===== config.mk =====
export PLATFORM = sky130hd
export DESIGN_NAME = cms_clock_mode_selector
export DESIGN_NICKNAME = d
export VERILOG_FILES = /design/src/cms_clock_mode_selector.v
export VERILOG_INCLUDE_DIRS = /design/src
export SDC_FILE = /design/constraint.sdc
export NUM_CORES = 1
export LEC_CHECK = 0
export ABC_AREA = 1
export BUFFER_PORTS_ARGS = -buffer_cell sky130_fd_sc_hd__buf_4
export CORE_ASPECT_RATIO = 0.5
export CORE_MARGIN = 5
export CORE_UTILIZATION = 48
export CTS_BUF_LIST = sky130_fd_sc_hd__clkbuf_16
export CTS_CLUSTER_SIZE = 25
export DETAILED_ROUTE_END_ITERATION = 10
export GPL_TIMING_DRIVEN = 0
export PLACE_DENSITY = 0.76
export SLEW_MARGIN = 20
export SYNTH_ARGS = -nofsm -noshare
export SYNTH_HDL_FRONTEND = slang
export SYNTH_SLANG_ARGS = --single-unit

===== constraint.sdc =====
create_clock -name pclk -period 2 [get_ports pclk]
set_input_delay 0.2 -clock pclk [delete_from_list [all_inputs] [get_ports pclk]]
set_output_delay 0.2 -clock pclk [all_outputs]
set_load 0.05 [all_outputs]

===== src/cms_defs.vh =====
// register map, field positions, reset values and timing counts
`ifndef CMS_DEFS_VH
`define CMS_DEFS_VH
// byte offsets
`define CMS_A_CTRL1       8'h00
`define CMS_A_CTRL2       8'h04
`define CMS_A_STATUS      8'h08
`define CMS_A_ISTAT       8'h0c
`define CMS_A_IMASK       8'h10
// clock_gen_control_one fields
`define CMS_F_MODE_LO     0
`define CMS_F_MODE_HI     1
`define CMS_F_REFSEL      2
`define CMS_F_GEN_EN      3
// clock_gen_control_two fields
`define CMS_F_MF_LO       0
`define CMS_F_MF_HI       2
`define CMS_F_RDIV_LO     4
`define CMS_F_RDIV_HI     6
// status fields: [1:0] mode, 2 dco, 3 ext ref, 4 lock, 5 loss of clock
`define CMS_F_ST_DCO      2
// interrupt bits
`define CMS_I_MODE        0
`define CMS_I_LOCK        1
`define CMS_I_LOC         2
// mode codes
`define CMS_M_SELF        2'b00
`define CMS_M_FLL_INT     2'b01
`define CMS_M_BYP_EXT     2'b10
`define CMS_M_FLL_EXT     2'b11
// reset values
`define CMS_RST_MODE      2'b00
`define CMS_RST_REFSEL    1'b1
`define CMS_RST_GEN_EN    1'b1
`define CMS_RST_MF        3'h0
`define CMS_RST_RDIV      3'h0
`define CMS_RST_IMASK     3'h0
// internal reference divided by this for the dco comparison
`define CMS_REF_DIV       3'h7
// bus cycles a new mode must stand before status follows
`define CMS_UPD_CYC       4'h8
`endif


===== src/cms_clock_mode_selector.v =====
// clock mode selection, status and output clock divider behind apb
//
// Function
// - two-bit request and status: 00 self, 01 fll int, 10 bypass, 11 fll ext
// - status equals request when its conditions hold, else the real mode
// - status follows a request only after several bus cycles
// - reference select bit takes only the first write after reset
// - reference select left at 0 keeps the crystal amplifier off
// - self-clocked output ignores reference; internal ref /7 still sets dco
// - fll external outputs dco/2R while locking or relocking, dco/R locked
`timescale 1ns/1ns
`include "cms_defs.vh"

module cms_clock_mode_selector (
  // apb slave
  input  wire        pclk,
  input  wire        presetn,
  input  wire        psel,
  input  wire        penable,
  input  wire        pwrite,
  input  wire [7:0]  paddr,
  input  wire [31:0] pwdata,
  output reg  [31:0] prdata,
  output reg         pready,
  output reg         pslverr,
  // clocks and status from the oscillators and fll
  input  wire        dco_clock,
  input  wire        external_ref_clock,
  input  wire        internal_ref_clock,
  input  wire        external_ref_status,
  input  wire        fll_lock,
  input  wire        loss_of_clock_status,
  // outputs
  output reg         generator_output_clock,
  output reg         xtal_amp_enable,
  output reg         irq
);

  localparam NSYNC = 6;

  // one-hot register select, shared by read and write paths
  function [4:0] reg_sel;
    input [7:0] a;
    begin
      case (a)
        `CMS_A_CTRL1:  reg_sel = 5'h01;
        `CMS_A_CTRL2:  reg_sel = 5'h02;
        `CMS_A_STATUS: reg_sel = 5'h04;
        `CMS_A_ISTAT:  reg_sel = 5'h08;
        `CMS_A_IMASK:  reg_sel = 5'h10;
        default:       reg_sel = 5'h00;
      endcase
    end
  endfunction

  // mode the hardware may actually run for a request
  function [1:0] target_mode;
    input [1:0] req;
    input       dco;
    input       ext;
    begin
      case (req)
        `CMS_M_FLL_INT:
          target_mode = dco ? `CMS_M_FLL_INT : `CMS_M_SELF;
        `CMS_M_BYP_EXT:
          target_mode = ext ? `CMS_M_BYP_EXT : `CMS_M_SELF;
        `CMS_M_FLL_EXT:
          target_mode = (dco & ext) ? `CMS_M_FLL_EXT : `CMS_M_SELF;
        default:        target_mode = `CMS_M_SELF;
      endcase
    end
  endfunction

  // two-flop synchronisers; s3 is a third stage for edge detection
  // source clocks must stay below half of pclk to be counted
  wire [NSYNC-1:0] async_in;
  reg  [NSYNC-1:0] s1;
  reg  [NSYNC-1:0] s2;
  reg  [NSYNC-1:0] s3;
  assign async_in = {loss_of_clock_status, fll_lock, external_ref_status,
                     internal_ref_clock, external_ref_clock, dco_clock};

  genvar gi;
  generate
    for (gi = 0; gi < NSYNC; gi = gi + 1) begin : g_sync
      always @(posedge pclk or negedge presetn) begin
        if (!presetn) begin
          s1[gi] <= 1'b0;
          s2[gi] <= 1'b0;
          s3[gi] <= 1'b0;
        end else begin
          s1[gi] <= async_in[gi];
          s2[gi] <= s1[gi];
          s3[gi] <= s2[gi];
        end
      end
    end
  endgenerate

  // detectors start from the idle low level; a clock high at release
  // gives one stray edge, which shifts the first dco window; a stray dco edge also steps the output divider
  wire dco_edge  = s2[0] ^ s3[0];
  wire ext_edge  = s2[1] ^ s3[1];
  wire iref_rise = s2[2] & ~s3[2];
  wire ext_ok    = s2[3];
  wire lock_rise = s2[4] & ~s3[4];
  wire loss_now  = s2[5];
  wire loss_rise = s2[5] & ~s3[5];

  // apb decode
  wire [4:0] reg_hit   = reg_sel(paddr);
  wire       setup_cyc = psel & ~penable;
  wire       acc       = psel & penable & pready;
  // a refused access carries pslverr, so its write is dropped here
  wire       wr        = acc & pwrite & ~pslverr;
  wire       wr_c1     = wr & reg_hit[0];
  wire       wr_c2     = wr & reg_hit[1];
  wire       wr_ist    = wr & reg_hit[3];
  wire       wr_msk    = wr & reg_hit[4];

  // control state
  reg  [1:0] mode_req;
  reg        ref_sel;
  reg        ref_written;
  reg        gen_en;
  reg  [2:0] mult;
  reg  [2:0] rdiv;
  reg  [1:0] mode_stat;
  reg  [3:0] upd_cnt;
  reg        locked;
  reg        dco_ok;
  reg        dco_seen;
  reg  [2:0] ref7_cnt;
  reg  [8:0] div_cnt;
  reg  [2:0] istat;
  reg  [2:0] imask;

  // full external mode without its reference falls back to self-clocked
  wire [1:0] tgt = target_mode(mode_req, dco_ok, ext_ok);
  // one decision drives both the status update and its event
  wire mode_commit = (tgt != mode_stat) &&
                     (upd_cnt == `CMS_UPD_CYC - 4'h1);

  always @(posedge pclk or negedge presetn) begin
    if (!presetn) begin
      mode_req    <= `CMS_RST_MODE;
      ref_sel     <= `CMS_RST_REFSEL;
      ref_written <= 1'b0;
      gen_en      <= `CMS_RST_GEN_EN;
      mult        <= `CMS_RST_MF;
      rdiv        <= `CMS_RST_RDIV;
      imask       <= `CMS_RST_IMASK;
    end else begin
      // mode request and enable stay writable at any time
      if (wr_c1) begin
        mode_req <= pwdata[`CMS_F_MODE_HI:`CMS_F_MODE_LO];
        gen_en   <= pwdata[`CMS_F_GEN_EN];
        if (!ref_written) begin
          ref_sel     <= pwdata[`CMS_F_REFSEL];
          ref_written <= 1'b1;
        end
      end
      if (wr_c2) begin
        mult <= pwdata[`CMS_F_MF_HI:`CMS_F_MF_LO];
        rdiv <= pwdata[`CMS_F_RDIV_HI:`CMS_F_RDIV_LO];
      end
      if (wr_msk)
        imask <= pwdata[2:0];
    end
  end

  // amplifier stays off until the next reset once a zero select has been taken
  always @(posedge pclk or negedge presetn) begin
    if (!presetn)
      xtal_amp_enable <= 1'b0;
    else
      xtal_amp_enable <= ref_sel & mode_req[1];
  end

  // dco check against internal reference over seven reference periods;
  // runs in every mode, self-clocked included
  // a dead dco clears dco_ok at the end of the first window with no dco edge
  always @(posedge pclk or negedge presetn) begin
    if (!presetn) begin
      ref7_cnt <= 3'h0;
      dco_seen <= 1'b0;
      dco_ok   <= 1'b0;
    end else if (iref_rise) begin
      if (ref7_cnt == `CMS_REF_DIV - 3'h1) begin
        ref7_cnt <= 3'h0;
        dco_ok   <= dco_seen | dco_edge;
        dco_seen <= 1'b0;
      end else begin
        ref7_cnt <= ref7_cnt + 3'h1;
        dco_seen <= dco_seen | dco_edge;
      end
    end else if (dco_edge) begin
      dco_seen <= 1'b1;
    end
  end

  // status follows the target once it has differed from status for the delay;
  // a target that flips back restarts the wait
  always @(posedge pclk or negedge presetn) begin
    if (!presetn) begin
      mode_stat <= `CMS_M_SELF;
      upd_cnt   <= 4'h0;
    end else if (tgt == mode_stat) begin
      upd_cnt <= 4'h0;
    end else if (mode_commit) begin
      mode_stat <= tgt;
      upd_cnt   <= 4'h0;
    end else begin
      upd_cnt <= upd_cnt + 4'h1;
    end
  end

  // lock drops when the multiply factor changes, returns on a new lock
  // rewriting the same factor keeps lock; only a change forces relock
  always @(posedge pclk or negedge presetn) begin
    if (!presetn)
      locked <= 1'b0;
    else if (wr_c2 && pwdata[`CMS_F_MF_HI:`CMS_F_MF_LO] != mult)
      locked <= 1'b0;
    else if (lock_rise)
      locked <= 1'b1;
  end

  // output divider counts both edges of the source: R edges per half
  // period gives source/R; limited to the pclk sampling rate
  // a new divisor applies to the half period in progress; disabling the
  // generator parks the counter so the clock restarts from low
  wire [8:0] r_val   = 9'h001 << rdiv;
  wire [8:0] half    = (mode_stat == `CMS_M_FLL_EXT && !locked) ?
                       {r_val[7:0], 1'b0} : r_val;
  wire       src_edg = (mode_stat == `CMS_M_BYP_EXT) ? ext_edge : dco_edge;

  always @(posedge pclk or negedge presetn) begin
    if (!presetn) begin
      div_cnt                <= 9'h000;
      generator_output_clock <= 1'b0;
    end else if (!gen_en) begin
      div_cnt                <= 9'h000;
      generator_output_clock <= 1'b0;
    end else if (src_edg) begin
      if (div_cnt + 9'h001 >= half) begin
        div_cnt                <= 9'h000;
        generator_output_clock <= ~generator_output_clock;
      end else begin
        div_cnt <= div_cnt + 9'h001;
      end
    end
  end

  // sticky events, write one to clear; a new event beats the clear
  wire [2:0] ev;
  assign ev[`CMS_I_MODE] = mode_commit;
  assign ev[`CMS_I_LOCK] = lock_rise;
  assign ev[`CMS_I_LOC]  = loss_rise;
  wire [2:0] clr = wr_ist ? pwdata[2:0] : 3'h0;
  wire [2:0] next_istat = (istat & ~clr) | ev;

  always @(posedge pclk or negedge presetn) begin
    if (!presetn) begin
      istat <= 3'h0;
      irq   <= 1'b0;
    end else begin
      istat <= next_istat;
      irq   <= |(next_istat & imask);
    end
  end

  // read data captured in the setup cycle so the access needs no wait
  reg [31:0] next_prdata;
  always @* begin
    next_prdata = 32'h0;
    case (1'b1)
      reg_hit[0]: next_prdata[3:0] = {gen_en, ref_sel, mode_req};
      reg_hit[1]: next_prdata[6:0] = {rdiv, 1'b0, mult};
      // status bits are a snapshot taken in the setup cycle
      reg_hit[2]: next_prdata[5:0] = {loss_now, locked, ext_ok, dco_ok,
                                      mode_stat};
      reg_hit[3]: next_prdata[2:0] = istat;
      reg_hit[4]: next_prdata[2:0] = imask;
      default:  next_prdata = 32'h0;
    endcase
  end

  always @(posedge pclk or negedge presetn) begin
    if (!presetn) begin
      prdata  <= 32'h0;
      pready  <= 1'b0;
      pslverr <= 1'b0;
    end else begin
      pready  <= setup_cyc;
      pslverr <= setup_cyc & ~(|reg_hit);
      if (setup_cyc & ~pwrite)
        prdata <= next_prdata;
    end
  end

endmodule // cms_clock_mode_selector


==> results.json <==
{
  "clock.fmax_mhz": 452.6,
  "arrival_ns": 2.47,
  "slew_headroom_pct": 45.72,
  "criticalPathCategory": "flip-flop to flip-flop",
  "path_cells": "ha_4, nand3_4, inv_2, nand2_2, xor2_1, inv_1, ha_4, nand2_4, inv_1, nand2_1, nand2_1, a21oi_1, nand4_1, buf_2, o21ai_1",
  "port-buffer-count": 37,
  "syn2layout_area_growth_pct": 29.94,
  "final_util_pct": 63.95,
  "synth_area_um2": 3590,
  "die_area_um2": 9413,
  "critPathRequiredTime_ns": 2.26,
  "cp_max_fo": 5,
  "grt_max_degree": 68,
  "die_w_um": 132.3,
  "grt_antenna_before_repair": 0,
  "r2r-start": "div_cnt[1]",
  "wl_per_cell_um": 11.97,
  "outcome": "finished, violations left",
  "period_share_pct": 110.5,
  "finClkSkew_ns": 0.004791,
  "cap_violations": 0,
  "drtIter0Drc": 108,
  "die_height_um": 71.15,
  "critPathBufInv": 4,
  "worst_slack_ns": -0.2096,
  "clockRootBuffer": "clkbuf_16",
  "clockBufferDepth": 2,
  "startpoint": "div_cnt[1]",
  "drive_gt1_share_pct": 27.38,
  "cp-start-kind": "flip-flop",
  "tightest_slew_ns": 0.8142,
  "firstDrtPassIters": 4,
  "yosysWarningCount": 0,
  "min_path_type": "input pin to flip-flop",
  "initial_core_util_pct": 49.21,
  "num_vias": 2914,
  "cts_sinks": 67,
  "cts-htree-levels": 3,
  "synth-seq-cells": 67,
  "postLayoutCellArea_um2": 4664,
  "fp-row-count": 22,
  "gp_congestion": 0.8431,
  "irDropWorstVdd_mv": 0.5811,
  "cp_slowest_cell": "dfrtp_1",
  "track_usage_pct": 16.42,
  "power_per_cell_area_nw_per_um2": 881.3,
  "ff2ff_setup_slack_ns": -0.21,
  "drc_errors": 0,
  "min_path_cells": 3,
  "min_to": "rdiv[1]",
  "finalHoldViolations": 0,
  "cts_tree": "yes",
  "dp_worst_setup_slack_ns": -0.2669,
  "hold_path.startpoint": "pwdata[5]",
  "stdcell_count": 622,
  "critPathMaxStageDelay_ns": 0.42,
  "violations": "negative setup slack",
  "rr_worst_depth": 15,
  "grt_pass1_wl_um": 12410,
  "path_depth": 15,
  "dp_cells": 590,
  "cts_inserted_buffers": 9,
  "grt_pass1_vias": 2722,
  "grt.overflow.total": 0,
  "core_um2": 7295,
  "fin_nets": 583,
  "synth_cells": 433,
  "dpl.hpwl_um": 5313,
  "slew_violations": 0,
  "fin_crit_ns": 2.210,
  "critPathCaptureType": "flip-flop",
  "path_delay_family": "simple AND/OR/NAND/NOR gates",
  "insertedDiodeCount": 0,
  "place_area_um2": 4115,
  "ys_types": 36,
  "rsz0062_at_grt": "yes",
  "wirelength_um": 7444,
  "ys_seq_area_share_pct": 46.78,
  "insertion_delay_ns": 0.33,
  "routed_via_density": 4.685,
  "p_leak_nw": 2.398,
  "r2r-end": "div_cnt[8]",
  "setup_viol": 10,
  "tns_ns": -1.842,
  "clk_pin_slew_worst_paths_ns": 0.05,
  "io-pin-count": 88,
  "syn_avg_cell_area_um2": 8.290,
  "ant_nets": 0
}
[flip-flops by register name (all words and copies together) (netlist names), 2 cells and up]
name	cells
div_cnt	9
prdata	7
s1	6
s3	5
s2	4
upd_cnt	4
imask	3
istat	3
mult	3
rdiv	3
ref7_cnt	3
mode_req	2
mode_stat	2
[how the worst max path moves through the flow]
| stage | end | slack (ns) |
|---|---|---|
| finish | div_cnt[8] | -0.21 |
| global route | div_cnt[8] | -0.40 |
| CTS | div_cnt[0] | -0.17 |
| detailed placement | div_cnt[1] | -0.27 |
| global placement | div_cnt[8] | -0.23 |
| floorplan | div_cnt[7] | 0.003 |
[cells in the final DEF (no fill, tap or decap), drive strengths merged]
| cell type | Yosys | layout |
|---|---|---|
| bufinv | 0 | 1 |
| dfrtp | 65 | 65 |
| a22oi | 1 | 1 |
| nand3b | 2 | 2 |
| o21ai | 30 | 30 |
| clkbuf | 0 | 9 |
| a21oi | 17 | 17 |
| nand4 | 6 | 6 |
| ha | 11 | 11 |
| o31ai | 2 | 2 |
| nand2 | 107 | 107 |
| xnor2 | 1 | 1 |
| clkinvlp | 0 | 2 |
| mux2i | 2 | 2 |
| or2 | 2 | 2 |
| dlygate4sd3 | 0 | 7 |
| buf | 31 | 77 |
| clkinv | 1 | 5 |
| nor2 | 36 | 36 |
| nand3 | 29 | 29 |
| o22ai | 4 | 4 |
| nor4 | 1 | 1 |
| xor2 | 7 | 7 |
| dfstp | 2 | 2 |
| nor3 | 14 | 14 |
| mux2 | 1 | 1 |
| conb | 1 | 25 |
| inv | 60 | 60 |
[worst min-delay path: stages]
cell,delay (ns)
buf_4,0.08
nor2_2,0.03
a21oi_2,0.08
[power by group]
| group | total [mW] | internal (mW) | switching (mW) |
|---|---|---|---|
| Sequential | 1.60 | 1.49 | 0.111 |
| Clock | 1.53 | 0.958 | 0.570 |
| Combinational | 0.985 | 0.387 | 0.598 |
[Yosys cell counts (all sizes together)]
cell type    n  area share (%)
mux2         1            0.31
nor4         1            0.35
clkinv       1            0.14
ha          11             3.8
a21oi       17             2.7
conb         1            0.10
o21ai       30             4.5
mux2i        2            0.56
inv         60             6.3
nand4        6             1.0
o22ai        4            0.70
dfrtp       65              45
nor3        14             2.3
nand3       29             4.7
buf         31             6.3
nand3b       2            0.42
nand2      107              11
dfstp        2             1.5
o31ai        2            0.42
xnor2        1            0.24
or2          2            0.35
nor2        36             4.5
a22oi        1            0.21
xor2         7             1.7
[repair_timing]
item / in CTS / in global routing
setup endpoints to repair: 10 / 10
endpoints found under the hold margin: 30 / 0
cloned: 0 / 1
hold buffers: 7 / 0
buffers inserted: 4 / 4
resized for setup: 6 / 31
pin swaps: 0 / 4
[layer usage]
| metal | vias up | global-route usage (%) | wire, um | part of all wire (%) |
|---|---|---|---|---|
| li1 | 1510 | - | - | - |
| met1 | 1330 | 20.51 | 3389 | 46 |
| met2 | 67 | 26.83 | 3529 | 47 |
| met3 | 7 | 6.392 | 465 | 6.2 |
| met4 | 0 | 4.740 | 59 | 0.79 |
| met5 | - | 0 | 0 | 0 |
[cells by family (layout without fill, tap and decap cells)]
| group | count (synthesis) | after routing | synth area share [%] |
|---|---|---|---|
| flip-flops | 67 | 67 | 46.78 |
| multiplexers | 3 | 3 | 0.8714 |
| AND/OR/NAND/NOR | 197 | 197 | 25.17 |
| buffers and inverters | 92 | 161 | 12.79 |
| XOR/XNOR | 8 | 8 | 1.952 |
| AO/OA/AOI/OAI | 54 | 54 | 8.505 |
| adder cells (fa/ha/maj) | 11 | 11 | 3.834 |
| other | 1 | 25 | 0.1045 |
[metrics by stage]
step                      hold WS [ns]  power, mW
after global placement          0.3096      2.471
after CTS                      0.09812      4.060
after detailed placement        0.3106      2.490
after floorplan               -0.09559      2.272
after global routing            0.1124      4.372
final                           0.1080      4.111
[final cells by class]
cell class,count,area [um^2]
buffer,31,241.5
fill,617,2630
clock inverter,7,68.82
inverter,61,232.7
sequential,67,1682
clock buffer,9,225.2
tap,96,120.1
multi-input combinational,298,1682
timing repair buffer,53,412.9
No activity file was read; power rests on OpenSTA's default activity.
